<file path="config.mk">
export PLATFORM = sky130hd
export DESIGN_NAME = serial_config_sequencer
export DESIGN_NICKNAME = d
export VERILOG_FILES = /design/src/logic/serial_config_pkg.sv /design/src/logic/serial_config_sequencer.sv
export SDC_FILE = /design/constraint.sdc
export NUM_CORES = 1
export LEC_CHECK = 0
export BUFFER_PORTS_ARGS = -buffer_cell sky130_fd_sc_hd__buf_2
export CORE_UTILIZATION = 50
export CTS_CLUSTER_DIAMETER = 30
export DETAILED_ROUTE_END_ITERATION = 6
export PLACE_DENSITY = 0.75
export SYNTH_ARGS = -nofsm -noshare
export SYNTH_HDL_FRONTEND = slang
export SYNTH_HIERARCHICAL = 1
export SYNTH_SLANG_ARGS = --single-unit
</file>
<file path="constraint.sdc">
create_clock -name clk_in -period 5.4 [get_ports clk_in]
set_input_delay 0 -clock clk_in [delete_from_list [all_inputs] [get_ports clk_in]]
set_output_delay 0 -clock clk_in [all_outputs]
set_load 0.02 [all_outputs]
</file>
<file path="src/logic/serial_config_pkg.sv">
// constants, states and option bundle of the serial configuration sequencer
package serial_config_pkg;
  localparam int CLK_PERIOD_NS      = 100;
  localparam int CF2CD_MAX_NS       = 600;
  localparam int CF2CD_CYC          = CF2CD_MAX_NS / CLK_PERIOD_NS;
  localparam int STATUS_MIN_US      = 268;
  localparam int STATUS_MIN_CYC     = (STATUS_MIN_US * 1000 + CLK_PERIOD_NS - 1) / CLK_PERIOD_NS;
  localparam int STATUS_MAX_US      = 1506;
  localparam int STATUS_MAX_CYC     = STATUS_MAX_US * 1000 / CLK_PERIOD_NS;
  localparam int UM_MIN_US          = 175;
  localparam int UM_MIN_CYC         = (UM_MIN_US * 1000 + CLK_PERIOD_NS - 1) / CLK_PERIOD_NS;
  localparam int UM_MAX_US          = 437;
  localparam int UM_MAX_CYC         = UM_MAX_US * 1000 / CLK_PERIOD_NS;
  localparam int CD2CU_PERIODS      = 4;
  localparam int CCLK_MAX_PERIOD_NS = 189;
  localparam int CD2CU_CYC          = (CD2CU_PERIODS * CCLK_MAX_PERIOD_NS + CLK_PERIOD_NS - 1) / CLK_PERIOD_NS;
  localparam int USER_INIT_CYCLES   = 8576;
  localparam int TRAIL_FALLS        = 2;
  localparam int POR_CYC            = 64;
  localparam int LOAD_BITS          = 4096;
  localparam int AS_BASE_HALF       = 1;
  localparam logic [1:0] AS_RATE_TOP = 2'h3;
  localparam logic [7:0] FLASH_READ_CMD = 8'h03;
  localparam logic [3:0] CMD_BITS   = 4'h8;
  localparam logic [3:0] BYTE_BITS  = 4'h8;

  typedef enum logic [3:0] {
    ST_POR      = 4'b0000,
    ST_HOLD     = 4'b0001,
    ST_RELEASE  = 4'b0010,
    ST_LOAD     = 4'b0011,
    ST_TRAIL    = 4'b0100,
    ST_INIT_OSC = 4'b0101,
    ST_INIT_USR = 4'b0110,
    ST_USER     = 4'b0111,
    ST_ERROR    = 4'b1000
  } cfg_state_t;

  typedef struct packed {
    logic       scheme_as;
    logic       as_x4;
    logic [1:0] rate_sel;
    logic       chained;
    logic       init_user_clk;
    logic       init_done_en;
    logic       dual_user;
  } cfg_opts_t;
endpackage

</file>
<file path="src/logic/serial_config_sequencer.sv">
// serial configuration sequencer with its byte fifo
`timescale 1ns/10ps
`default_nettype none

module cfg_byte_fifo #(
  parameter int WIDTH = 8,
  parameter int DEPTH = 32
) (
  // clock and reset
  input  wire logic             clk_in,
  input  wire logic             rst_in,
  // fill side
  input  wire logic [WIDTH-1:0] wr_data_in,
  input  wire logic             wr_valid_in,
  output logic                  wr_ready_out,
  // drain side
  output logic [WIDTH-1:0]      rd_data_out,
  output logic                  rd_valid_out,
  input  wire logic             rd_ready_in
);
  localparam int AW = $clog2(DEPTH);
  typedef struct packed {
    logic [AW:0] wp;
    logic [AW:0] rp;
  } fifo_st_t;
  fifo_st_t         q;
  fifo_st_t         d;
  logic [WIDTH-1:0] mem [DEPTH];
  logic             full;
  logic             empty;

  assign full         = (q.wp[AW] != q.rp[AW]) && (q.wp[AW-1:0] == q.rp[AW-1:0]);
  assign empty        = (q.wp == q.rp);
  assign wr_ready_out = !full;
  assign rd_valid_out = !empty;
  assign rd_data_out  = mem[q.rp[AW-1:0]];

  always_comb begin
    d = q;
    if (wr_valid_in && !full) begin
      d.wp = q.wp + 1'b1;
    end
    if (rd_ready_in && !empty) begin
      d.rp = q.rp + 1'b1;
    end
  end

  always_ff @(posedge clk_in) begin
    if (rst_in) begin
      q <= '0;
    end else begin
      q <= d;
    end
    if (wr_valid_in && !full) begin
      mem[q.wp[AW-1:0]] <= wr_data_in;
    end
  end
endmodule

////////////////////////////////////////////////////////////////////////////////

module serial_config_sequencer #(
  parameter int STATUS_MAX_P = serial_config_pkg::STATUS_MAX_CYC,
  parameter int UM_MAX_P     = serial_config_pkg::UM_MAX_CYC,
  parameter int USER_INIT_P  = serial_config_pkg::USER_INIT_CYCLES,
  parameter int LOAD_BITS_P  = serial_config_pkg::LOAD_BITS,
  parameter int FIFO_DEPTH   = 32
) (
  // clock and reset
  input  wire logic                         clk_in,
  input  wire logic                         rst_in,
  // option straps
  input  wire serial_config_pkg::cfg_opts_t opts_in,
  // request and status handshake
  input  wire logic                         config_request_n_in,
  input  wire logic                         status_n_in,
  output logic                              status_n_out,
  output logic                              status_n_oe_out,
  output logic                              load_done_out,
  output logic                              init_done_n_out,
  output logic                              init_done_n_oe_out,
  output logic                              user_mode_out,
  // configuration clock pin
  input  wire logic                         config_clock_in,
  output logic                              config_clock_out,
  output logic                              config_clock_oe_out,
  // passive serial data pin
  input  wire logic                         serial_data_in,
  output logic                              user_pin_release_out,
  // serial flash pins
  input  wire logic [3:0]                   serial_flash_data_in,
  output logic                              flash_command_out,
  output logic                              flash_select_n_out,
  // start-up clock pin
  input  wire logic                         user_startup_clock_in,
  // received configuration bytes
  output logic [7:0]                        byte_out,
  output logic                              byte_valid_out,
  input  wire logic                         byte_ready_in
);
  localparam int NS      = 17;
  localparam int REQ_MAX = serial_config_pkg::CF2CD_CYC;

  typedef struct packed {
    serial_config_pkg::cfg_state_t st;
    logic [15:0] cnt;
    logic [23:0] bits;
    logic [13:0] edges;
    logic [3:0]  div;
    logic [3:0]  nb;
    logic [7:0]  shreg;
    logic [7:0]  cmd;
    logic [3:0]  cmdn;
    logic        cclk;
    logic        cclk_prev;
    logic        uclk_prev;
    logic        ncfg_prev;
    logic        status_drive;
    logic        done;
    logic        init_low;
    logic        sel_n;
    logic        user_pin;
    logic        user_mode;
    logic        push;
    logic [7:0]  push_data;
    logic        err;
  } seq_st_t;

  seq_st_t                      q;
  seq_st_t                      d;
  logic [NS-1:0]                raw;
  logic [NS-1:0]                s1_q;
  logic [NS-1:0]                s2_q;
  serial_config_pkg::cfg_opts_t opts;
  logic                         s_ncfg;
  logic                         s_stat;
  logic                         s_cclk;
  logic                         s_data;
  logic [3:0]                   s_flash;
  logic                         s_uclk;
  logic                         ps_rise;
  logic                         ps_fall;
  logic                         u_rise;
  logic                         req_fall;
  logic [1:0]                   rate;
  logic [3:0]                   half_m1;
  logic                         fifo_ready;
  logic                         take;
  logic                         w4;
  logic [3:0]                   tb;
  logic [7:0]                   sh;
  logic [3:0]                   nbn;

  //////////////////////////////////////////////////////////////////////////////
  // two-flop synchronisers for every pin and strap
  assign raw = {opts_in, config_request_n_in, status_n_in, config_clock_in,
                serial_data_in, serial_flash_data_in, user_startup_clock_in};

  for (genvar i = 0; i < NS; i++) begin : g_sync
    always_ff @(posedge clk_in) begin
      if (rst_in) begin
        s1_q[i] <= 1'b0;
        s2_q[i] <= 1'b0;
      end else begin
        s1_q[i] <= raw[i];
        s2_q[i] <= s1_q[i];
      end
    end
  end

  assign opts     = serial_config_pkg::cfg_opts_t'(s2_q[16:9]);
  assign s_ncfg   = s2_q[8];
  assign s_stat   = s2_q[7];
  assign s_cclk   = s2_q[6];
  assign s_data   = s2_q[5];
  assign s_flash  = s2_q[4:1];
  assign s_uclk   = s2_q[0];
  assign ps_rise  = s_cclk && !q.cclk_prev;
  assign ps_fall  = !s_cclk && q.cclk_prev;
  assign u_rise   = s_uclk && !q.uclk_prev;
  assign req_fall = !s_ncfg && q.ncfg_prev;

  // chained loading never runs at the fastest rate
  assign rate    = (opts.chained && opts.rate_sel == serial_config_pkg::AS_RATE_TOP) ?
                   serial_config_pkg::AS_RATE_TOP - 2'h1 : opts.rate_sel;
  assign half_m1 = 4'((serial_config_pkg::AS_BASE_HALF << (2'h3 - rate)) - 1);

  //////////////////////////////////////////////////////////////////////////////
  // sequencer
  always_comb begin
    d           = q;
    d.push      = 1'b0;
    d.cclk_prev = s_cclk;
    d.uclk_prev = s_uclk;
    d.ncfg_prev = s_ncfg;
    take        = 1'b0;
    w4          = 1'b0;
    tb          = 4'h0;
    sh          = q.shreg;
    nbn         = q.nb;
    if (q.push && !fifo_ready) begin
      d.err = 1'b1;
    end
    case (q.st)
      serial_config_pkg::ST_POR: begin
        d.status_drive = 1'b1;
        d.cnt          = q.cnt + 16'h1;
        if (q.cnt == 16'(serial_config_pkg::POR_CYC - 1)) begin
          d.st  = serial_config_pkg::ST_HOLD;
          d.cnt = 16'h0;
        end
      end
      serial_config_pkg::ST_HOLD: begin
        d.status_drive = 1'b1;
        d.done         = 1'b0;
        if (q.cnt < 16'(STATUS_MAX_P)) begin
          d.cnt = q.cnt + 16'h1;
        end
        if (s_ncfg && q.cnt >= 16'(serial_config_pkg::STATUS_MIN_CYC - 1)) begin
          d.st           = serial_config_pkg::ST_RELEASE;
          d.status_drive = 1'b0;
        end
      end
      serial_config_pkg::ST_RELEASE: begin
        // an outside party may keep status low to delay loading
        if (s_stat) begin
          d.st    = serial_config_pkg::ST_LOAD;
          d.bits  = 24'h0;
          d.nb    = 4'h0;
          d.cmd   = serial_config_pkg::FLASH_READ_CMD;
          d.cmdn  = 4'h0;
          d.div   = 4'h0;
          d.cclk  = 1'b0;
          d.err   = 1'b0;
          d.sel_n = !opts.scheme_as;
        end
      end
      serial_config_pkg::ST_LOAD: begin
        if (opts.scheme_as) begin
          // divider halts while the fifo is full so the flash is stalled
          if (fifo_ready) begin
            if (q.div == half_m1) begin
              d.div  = 4'h0;
              d.cclk = !q.cclk;
              if (q.cclk) begin
                if (q.cmdn < serial_config_pkg::CMD_BITS) begin
                  d.cmd  = {q.cmd[6:0], 1'b0};
                  d.cmdn = q.cmdn + 4'h1;
                end else begin
                  take = 1'b1;
                  w4   = opts.as_x4;
                  tb   = opts.as_x4 ? s_flash : {3'h0, s_flash[1]};
                end
              end
            end else begin
              d.div = q.div + 4'h1;
            end
          end
        end else if (ps_rise) begin
          take = 1'b1;
          tb   = {3'h0, s_data};
        end
        if (take) begin
          sh     = w4 ? {q.shreg[3:0], tb} : {q.shreg[6:0], tb[0]};
          nbn    = q.nb + (w4 ? 4'h4 : 4'h1);
          d.bits = q.bits + (w4 ? 24'h4 : 24'h1);
          if (nbn == serial_config_pkg::BYTE_BITS) begin
            d.push      = 1'b1;
            d.push_data = sh;
            nbn         = 4'h0;
          end
        end
        d.shreg = sh;
        d.nb    = nbn;
        if (d.err) begin
          d.st    = serial_config_pkg::ST_ERROR;
          d.sel_n = 1'b1;
        end else if (d.bits >= 24'(LOAD_BITS_P)) begin
          d.done  = 1'b1;
          d.sel_n = 1'b1;
          d.cclk  = 1'b0;
          d.cnt   = 16'h0;
          d.edges = 14'h0;
          if (opts.scheme_as) begin
            d.st = opts.init_user_clk ? serial_config_pkg::ST_INIT_USR : serial_config_pkg::ST_INIT_OSC;
          end else begin
            d.st = serial_config_pkg::ST_TRAIL;
          end
        end
      end
      serial_config_pkg::ST_TRAIL: begin
        d.init_low = opts.init_done_en;
        if (ps_fall) begin
          d.edges = q.edges + 14'h1;
          if (q.edges == 14'(serial_config_pkg::TRAIL_FALLS - 1)) begin
            d.edges = 14'h0;
            d.st    = opts.init_user_clk ? serial_config_pkg::ST_INIT_USR : serial_config_pkg::ST_INIT_OSC;
          end
        end
      end
      serial_config_pkg::ST_INIT_OSC: begin
        d.init_low = opts.init_done_en;
        d.cnt      = q.cnt + 16'h1;
        if (q.cnt == 16'(serial_config_pkg::UM_MIN_CYC - 1)) begin
          d.st = serial_config_pkg::ST_USER;
        end
      end
      serial_config_pkg::ST_INIT_USR: begin
        d.init_low = opts.init_done_en;
        if (q.cnt < 16'(serial_config_pkg::CD2CU_CYC)) begin
          d.cnt = q.cnt + 16'h1;
        end else if (u_rise) begin
          d.edges = q.edges + 14'h1;
          if (q.edges == 14'(USER_INIT_P - 1)) begin
            d.st = serial_config_pkg::ST_USER;
          end
        end
      end
      serial_config_pkg::ST_USER: begin
        d.user_mode    = 1'b1;
        d.init_low     = 1'b0;
        d.status_drive = 1'b0;
        d.done         = 1'b1;
        d.user_pin     = opts.dual_user;
      end
      serial_config_pkg::ST_ERROR: begin
        d.status_drive = 1'b1;
      end
      default: begin
        d.st = serial_config_pkg::ST_POR;
      end
    endcase
    if (req_fall && q.st != serial_config_pkg::ST_POR) begin
      d.st           = serial_config_pkg::ST_HOLD;
      d.cnt          = 16'h0;
      d.status_drive = 1'b1;
      d.done         = 1'b0;
      d.init_low     = 1'b0;
      d.user_mode    = 1'b0;
      d.user_pin     = 1'b0;
      d.sel_n        = 1'b1;
      d.cclk         = 1'b0;
    end
  end

  always_ff @(posedge clk_in) begin
    if (rst_in) begin
      q              <= '0;
      q.st           <= serial_config_pkg::ST_POR;
      q.sel_n        <= 1'b1;
      q.status_drive <= 1'b1;
    end else begin
      q <= d;
    end
  end

  //////////////////////////////////////////////////////////////////////////////
  // buffer and pins
  cfg_byte_fifo #(
    .WIDTH (8),
    .DEPTH (FIFO_DEPTH)
  ) u_fifo (
    .clk_in       (clk_in),
    .rst_in       (rst_in),
    .wr_data_in   (q.push_data),
    .wr_valid_in  (q.push),
    .wr_ready_out (fifo_ready),
    .rd_data_out  (byte_out),
    .rd_valid_out (byte_valid_out),
    .rd_ready_in  (byte_ready_in)
  );

  assign status_n_out         = 1'b0;
  assign status_n_oe_out      = q.status_drive;
  assign load_done_out        = q.done;
  assign init_done_n_out      = 1'b0;
  assign init_done_n_oe_out   = q.init_low;
  assign user_mode_out        = q.user_mode;
  assign config_clock_out     = q.cclk;
  assign config_clock_oe_out  = !q.sel_n;
  assign flash_command_out    = q.cmd[7];
  assign flash_select_n_out   = q.sel_n;
  assign user_pin_release_out = q.user_pin;
endmodule

`default_nettype wire

</file>
# Word level (Yosys, flattened, before mapping)
# Memories as Yosys holds them, arrays and structs flattened. A register that Yosys moved wholly into a read port is not among the register bits.
# Cells that the tools add are included.
[totals] ram_bits=256 inputBits=20 elab_cells=260 n_memories=1 reg_bits=151
[mem_list] name="u_fifo.mem" depth=32 width=8 rd=1 rd_ports_with_merged_regs=1 write_ports=1 line_no="serial_config_sequencer.sv:28" source="logic [WIDTH-1:0] mem [DEPTH];"
[op_classes] n_bitwise=3 n_reduce_logical=45 n_shift=1 addsub=10 n_lt_le_gt_ge=5 mux=87 n_eq_ne=49
[ops] operator="two-way mux 14 bit" n=6
[ops] operator="two-way mux 4 bit" n=20
[ops] operator="case mux 16 bit (5 select lines)" n=1
[ops] operator="two-way mux 24 bit" n=3
[ops] operator="two-way mux 13 bit" n=4
[ops] operator="two-way mux 16 bit" n=3
[ops] operator="case mux 24 bit (2 select lines)" n=1
[ops] operator="case mux 14 bit (3 select lines)" n=1
[ops] operator="two-way mux 20 bit" n=2
[ops] operator="inequality test 2 bit (second input constant)" n=18
[ops] operator="case mux 4 bit (8 select lines)" n=1
[ops] operator="inequality test 3 bit (second input constant)" n=10
[ops] operator="two-way mux 1 bit" n=26
[ops] operator="case mux 13 bit (2 select lines)" n=1
[ops] operator="adder 24 x 3 -> 24 bit" n=1
[ops] operator=">= comparator 24 x 13 -> 1 bit (second input constant)" n=1
[ops] operator="two-way mux 12 bit" n=2
[ops] operator="AND reduction 11 bit" n=2
[ops] operator="two-way mux 17 bit" n=1
[ops] operator="adder 16 x 1 -> 16 bit (second input constant)" n=1
[ops] operator="== test 16 x 11 -> 1 bit (second input constant)" n=1
[ops] operator="== test 16 x 6 -> 1 bit (second input constant)" n=1
[ops] operator="== test 4 x 3 -> 1 bit (second input constant)" n=4
[ops] operator=">= comparator 16 x 12 -> 1 bit (second input constant)" n=1
[ops] operator="other kinds (46)" n=88

# Depth between registers and ports, before layout
# Gate-level depths: netlist of run 1.
[depth] depth_word=20 depth_mapped=19 mapped_depth_nobuf=17

# By module
# The synthesis of run 1 kept the hierarchy.
[by_module_without_submodules] mod="cfg_byte_fifo" instances=1 cells_per_inst=493 area_per_inst_um2=10661.5
[by_module_without_submodules] mod="serial_config_sequencer" instances=1 cells_per_inst=850 area_per_inst_um2=7003.0

# Least setup slack after synthesis of run 1
# OpenSTA, ideal clock, no wires.
[synth_timing] path_kind="register to register" from="register u_fifo/q[7] (netlist bit)" to="register q[61] (netlist name)" setup_time_ns=0.073 slack_ns=0.924 path_stages_with_launch=18 arrival_time_ns=4.403 synth_period_minus_slack_ns=4.476 path_buffers=0 cell_sequence="dfxtp_1 xor2_1 or3_1 or2_2 nand4_1 nor3_1 nand2_1 inv_1 ha_1 a31oi_1 or3_4 nor4_4 o2111a_2 mux2_4 o2111ai_2 o2111ai_4 or4_1 a21oi_1"
[synth_lines] element="start: declaration" line_no="serial_config_sequencer.sv:26" source="fifo_st_t q;"

==> results of run 1 <==
-- timing repair --
item | CTS | global route
endpoints found under the setup margin | 0 | 0
hold buffers | 24 | 0
endpoints found under the hold margin | 39 | 0
-- sequential cells by signal, summed over array words and instances (netlist names), named ones only --
register and flops:
u_fifo/mem 256, q 97, s1_q 17, u_fifo/q 12
opts 8, s2_q 4, config_clock_out 1, flash_command_out 1
flash_select_n_out 1, init_done_n_oe_out 1, load_done_out 1, s_cclk 1
s_data 1, s_ncfg 1, s_stat 1, s_uclk 1
status_n_oe_out 1, user_mode_out 1, user_pin_release_out 1
-- cell usage after synthesis (all sizes together), types with 15 or more instances --
cell type / count / share of area, %
a31oi: 16 / 0.60
and3: 15 / 0.53
nand3: 48 / 1.4
nand4: 17 / 0.64
inv: 21 / 0.45
nor3: 19 / 0.57
o21ai: 43 / 1.3
nor2b: 44 / 1.6
clkbuf: 43 / 0.91
xnor2: 22 / 1.1
mux4: 80 / 10
nand2: 78 / 1.7
a21oi: 71 / 2.1
edfxtp: 256 / 44
or3: 16 / 0.59
ha: 17 / 1.2
mux2i: 20 / 1.1
a211oi: 30 / 1.3
nor2: 151 / 3.2
buf: 26 / 0.88
dfxtp: 156 / 18
-- per-stage QoR --
stage / hold slack, ns / utilization, %
4_1_cts: 0.160 / 60.9
3_5_place_dp: 0.212 / 52.6
2_1_floorplan: 0.128 / -
6_report: 0.174 / 60.9
3_3_place_gp: 0.211 / 52.6
5_1_grt: 0.181 / 60.9
-- layout by cell type, fill, tap and decap left out, types with 24 or more instances in the layout --
cell type / count
a211oi_1: 29
a21oi_1: 69
buf_2: 36
clkbuf_16: 77
dfxtp_1: 154
dlygate4sd3_1: 24
edfxtp_1: 256
mux4_2: 80
nand2_1: 78
nand3_1: 45
nor2_1: 150
nor2b_1: 44
o21ai_0: 37
-- metal layers --
layer,vias to the layer above,track usage [%]
li1,5301,-
met1,5735,29.0
met2,474,37.8
met3,91,4.48
met4,0,8.68
met5,-,0
-- critical path: stages, from the launching register on --
cell and delay, ns:
dfxtp_1 0.52, xnor2_1 0.21, nand3_1 0.25, or2_2 0.44
nand4_1 0.22, nor3_1 0.11, nand2_1 0.13, inv_1 0.09
ha_1 0.33, a31oi_1 0.13, or3_4 0.37, nor4_4 0.22
o2111a_2 0.30, mux2_4 0.32, o2111ai_2 0.45, o21ai_2 0.20
or4_1 0.53, a21oi_1 0.15
-- cell families after synthesis --
family / after synthesis / share of synthesized area, %
flops: 412 / 61.2
buf+inv: 90 / 2.24
fa+ha+maj: 17 / 1.20
mux: 112 / 12.1
other cells: 1 / 0.0212
compound gates: 219 / 8.39
simple gates: 460 / 13.2
xor+xnor: 32 / 1.63
-- how the worst max path moves through the flow --
stage / slack [ns] / from / cells past startpoint / end
floorplan: 0.92 / u_fifo/q[7]$_SDFFE_PP0P_ / 17 / q[61]$_SDFFE_PP0P_
global placement: 0.59 / u_fifo/q[7]$_SDFFE_PP0P_ / 17 / q[95]$_SDFFE_PP0P_
detailed placement: 0.45 / u_fifo/q[7]$_SDFFE_PP0P_ / 17 / q[95]$_SDFFE_PP0P_
CTS: 0.37 / u_fifo/q[7]$_SDFFE_PP0P_ / 17 / q[95]$_SDFFE_PP0P_
global route: 0.006 / u_fifo/q[7]$_SDFFE_PP0P_ / 17 / q[95]$_SDFFE_PP0P_
finish: 0.32 / u_fifo/q[10]$_SDFFE_PP0P_ / 17 / q[93]$_SDFFE_PP0P_
-- final cells by class --
| class | instances | area share, % |
|---|---|---|
| sequential | 412 | 51.3 |
| clock inverter | 48 | 2.92 |
| multi-input combinational | 842 | 30.7 |
| clock buffer | 90 | 9.56 |
| tap | 455 | 2.70 |
| timing repair buffer | 73 | 2.46 |
| inverter | 21 | 0.374 |
-- power groups by stage --
stage	Clock (mW)	Sequential (mW)	Combinational, mW
5_1_grt	5.01	3.39	0.325
3_5_place_dp	0	3.45	0.277
2_1_floorplan	0	3.42	0.235
6_report	4.81	3.39	0.298
4_1_cts	4.87	3.39	0.294
3_3_place_gp	0	3.44	0.273
==> run summary, run 1 <==
Final GP Congestion = 0.920
Worst Hold End = s1_q[0]$_SDFF_PP0_
Mean Syn Cell Area = 13.2 um2
Flop-to-flop setup slack = 0.32 ns
Die height = 190 um
Final WL = 40.1 mm
Worst Hold Launch = user_startup_clock_in
Hold path depth = 3
Pleak = 7.15 nW
Comb pwr share = 3.5%
Final Hold Fails = 0
Clock Path Buffers = 3
Initial antenna violation count = 0
Port Buffers = 37
Clock share of power = 56.6%
VDD IR max = 0.000295 V
Hpwl dp = 23.5 mm
Yosys reg bits = 412
CTS tree = done
Clock H-tree levels = 3
RSZ-0062 raised after global routing = no
Clk root buf = clkbuf_16
Placed cells = 1,779
Top routing layer used = met4
DRC Markers = 6
Dominant synthesized flop cell = edfxtp_1
Fin nets = 1,463
Top Ports = 40
Multi-input logic area = 0.00646 mm2
Reg-to-reg startpoint = u_fifo/q[10]$_SDFFE_PP0P_
Met1 Wirelength = 16.4 mm
DR vias = 11,600
Achievable Freq = 197 MHz
Reg clk slew, reported paths = 0.05 ns
Pre-CTS WS = 0.452 ns
Max FO, Critical Path = 10
Post-synth ARST share = 0%
Psw = 1.86 mW
Core area = 0.0346 mm2
Status = finished, violations left
Post-synthesis cell count = 1,343
Fill count = 2,510
Dpl cell area = 0.0182 mm2
Tmin final = 5.08 ns
Wirelength per Cell = 20.7 um
Synth-to-Final Area Change = 19.3%
Post-cts resize count = 0
Fin Setup TNS = 0 ns
Rel. slew slack = 11.3%
Antenna cell count = 0
Layout cells sized above 1 = 20.9%
Number of synthesis warnings = 6
Sequential area share after synthesis = 61.2%
P per Cell Area = 403 mW/mm2
Final std cells w/o fill = 1,941
ANT nets after route = 0
Arr. time, crit path = 5.57 ns
Clk_skew = 0.0314 ns
Post-CTS Setup Bufs = 0
CP endpoint kind = flop
Synthesized cell area = 0.0177 mm2
Total power draw = 8.49 mW
Final instance area = 0.0211 mm2
Storage cell area = 0.0108 mm2
Vias per cell = 5.98
Worst skew pair latency = 0.59 ns
P_int = 6.63 mW
Setup violations, final = 0
Die footprint = 0.0361 mm2
FP Rows = 68
Net Sw Frac = 21.9%
Worst Reg-to-Reg Cells = 17
Number of synthesized flops with an enable pin = 256
WL met3 = 2.71 mm
Path type of the worst setup path = flop to flop
CTS buffer count = 76
Failing checks = DRC
Netlist cell types = 84
Clock sink count = 412
Overflow left after global routing = 0
Period utilization = 94.0%
Startpoint types = flop
Slew @ Worst Pin = 1.33 ns
First drt pass iteration count = 7
FF-to-FF End = q[93]$_SDFFE_PP0P_
First-pass GRT wire length = 63.1 mm
GRT Overall Usage = 22.6%
Vias in the first global route = 11,500
Metal2 WL = 19.8 mm
Largest net degree at the start of global routing = 94
Max Cap Violations = 0
Starting Density = 51.0%
HP Class = input pin to flop
PnR worst setup slack = 0.322 ns
Seq pwr share = 39.9%
CP required = 5.89 ns
Die X = 190 um
Fin. max-slew vios = 0
DRT iter0 DRCs = 1,180
Power figures use the tool's default switching activity.
==> run 2: changes to the inputs <==
--- a/config.mk
+++ b/config.mk
@@ -5,11 +5,13 @@
 export SDC_FILE = /design/constraint.sdc
 export NUM_CORES = 1
 export LEC_CHECK = 0
-export BUFFER_PORTS_ARGS = -buffer_cell sky130_fd_sc_hd__buf_2
+export CELL_PAD_IN_SITES_DETAIL_PLACEMENT = 1
+export CELL_PAD_IN_SITES_GLOBAL_PLACEMENT = 1
 export CORE_UTILIZATION = 50
 export CTS_CLUSTER_DIAMETER = 30
 export DETAILED_ROUTE_END_ITERATION = 6
-export PLACE_DENSITY = 0.75
+export DONT_BUFFER_PORTS = 1
+export PLACE_DENSITY = 0.84
 export SYNTH_ARGS = -nofsm -noshare
 export SYNTH_HDL_FRONTEND = slang
 export SYNTH_HIERARCHICAL = 1
==> run 2 against run 1 <==
The run now ends clean. Maximum frequency is 1.5% lower. Total power up 7.6%. Critical path depth unchanged. First-iteration DRC count fell by 24%. Sequential share of layout area fell by 0.42 points. Sequential power barely moved. Register-to-register slack got worse by 0.08 ns. Clock-buffer cell count rose by 8. Final cell count is 1.2% lower. Non-clock buffer count shrank 39. Worst hold slack got worse by 0.13 ns. Critical path type unchanged. Largest power group unchanged. Highest routed layer unchanged.
==> run summary, run 2 (same netlist as run 1, synthesis figures left out) <==
Pleak = 7.14 nW
Status = finished clean
DRT iter0 DRCs = 892
Clk root buf = clkbuf_16
First drt pass iteration count = 4
Die X = 190 um
Layout cells sized above 1 = 19.8%
Critical path, cell by cell = xor2_1 -> or3_1 -> or2_2 -> nand4_1 -> nor3_1 -> nand2_1 -> inv_1 -> ha_1 -> a21o_1 -> nor3b_2 -> nand4_1 -> a21o_1 -> a211oi_1 -> nand3_2 -> o21ai_2 -> o21ai_1 -> a211oi_1
Die footprint = 0.0361 mm2
Startpoint types = flop
Die height = 190 um
Final instance area = 0.0212 mm2
Rel. slew slack = 11.0%
HP Class = input pin to flop
FP Rows = 68
Buf/Inv on CP = 1
Port Buffers = 0
Tmin final = 5.16 ns
DRC Markers = 0
Wirelength per Cell = 25.7 um
Most common cell after layout, fill and taps aside = edfxtp_1
Total power draw = 9.14 mW
Setup violations, final = 0
Final Hold Fails = 0
Clk_skew = 0.0369 ns
GRT Overall Usage = 28.0%
Clock H-tree levels = 3
Final std cells w/o fill = 1,917
Fin nets = 1,429
Hpwl dp = 28.7 mm
VDD IR max = 0.000346 V
Placed cells = 1,743
Final WL = 49.2 mm
RSZ-0062 raised after global routing = no
First-pass GRT wire length = 75.6 mm
Slowest cell on the critical path = dfxtp_1
Reg clk slew, reported paths = 0.05 ns
CP endpoint kind = flop
Achievable Freq = 194 MHz
Arr. time, crit path = 5.66 ns
Clock Path Buffers = 3
Initial antenna violation count = 1
CP required = 5.91 ns
Fin Setup TNS = 0 ns
Core area = 0.0346 mm2
Overflow left after global routing = 0
Max FO, Critical Path = 7
Fin. max-slew vios = 0
Clock sink count = 412
Slew @ Worst Pin = 1.33 ns
Largest register FFs = 256
P per Cell Area = 430 mW/mm2
Worst skew pair latency = 0.62 ns
Most frequent cells in the layout = 256 x edfxtp_1, 153 x dfxtp_1, 150 x nor2_1
Vias per cell = 6.17
CP delay by family, top = simple AND/OR/NAND/NOR gates
Vias in the first global route = 12,600
Dpl cell area = 0.0180 mm2
Top Ports = 40
ANT nets after route = 0
Starting Density = 51.0%
Path type of the worst setup path = flop to flop
Largest net degree at the start of global routing = 113
Max Cap Violations = 0
Synth-to-Final Area Change = 20.3%
Final GP Congestion = 0.858
CTS buffer count = 81
Hold_ws = 0.0454 ns
Period utilization = 95.5%
DR vias = 11,800
CTS tree = done
Crit-path max cell delay = 0.48 ns
-- run 2: changes by cell type in the layout (fill, tap and decap cells not counted), sizes merged --
cell / before / now
dlygate4sd3: 24 / 20
diode: 0 / 1
clkinvlp: 6 / 10
bufinv: 10 / 15
clkinv: 23 / 18
buf: 49 / 14
clkbuf: 90 / 98
inv: 30 / 32
-- run 2: stage by stage --
step	setup slack [ns]	util, %
after floorplan	0.924	-
after global placement	0.600	52.0
after detailed placement	0.340	52.0
after CTS	0.157	61.3
after global routing	0.0364	61.4
final	0.245	61.4
-- run 2: final timing paths --
path	slack, ns	from	cells past startpoint	to
min reg2reg	0.44	s1_q[13]$_SDFF_PP0_	1	opts[4]$_SDFF_PP0_
min	0.05	user_startup_clock_in	2	s1_q[0]$_SDFF_PP0_
max reg2reg	0.24	u_fifo/q[7]$_SDFFE_PP0P_	17	q[87]$_SDFFE_PP0P_
max	0.24	u_fifo/q[7]$_SDFFE_PP0P_	17	q[87]$_SDFFE_PP0P_
-- run 2: cell type report --
class	instances	area [um2]
clock inverter	54	806
inverter	21	78.8
timing repair buffer	34	325
multi-input combinational	842	6480
tap	455	569
antenna	1	2.50
sequential	412	10800
fill	3232	13400
clock buffer	98	2170
-- run 2: per-layer routing --
metal | part of all wire [%] | up-vias | GRT usage (%)
met5 | 0 | - | 0
met4 | 3.4 | 0 | 12.2
met3 | 6.0 | 105 | 5.74
met2 | 52 | 471 | 49.1
met1 | 39 | 6006 | 33.3
li1 | - | 5238 | -
-- run 2: timing repair --
item	CTS	global route
hold buffers	21	0
setup buffers	0	0
resized for setup	0	2
setup endpoints to repair	0	9
hold endpoints to repair	144	0
-- run 2: worst register-to-register path, delay by kind of cell (launching register included) --
kind,cells,cell delay (ns)
AO/OA/AOI/OAI,6,1.76
flip-flops,1,0.48
XOR/XNOR,1,0.16
buffers and inverters,1,0.09
AND/OR/NAND/NOR,8,2.23
adder cells (fa/ha/maj),1,0.33
-- run 2: where the power goes --
| part | total (mW) | switching (mW) | internal [mW] |
|---|---|---|---|
| combinational | 0.308 | 0.198 | 0.110 |
| clock | 5.44 | 1.80 | 3.64 |
| sequential | 3.39 | 0.0515 | 3.34 |
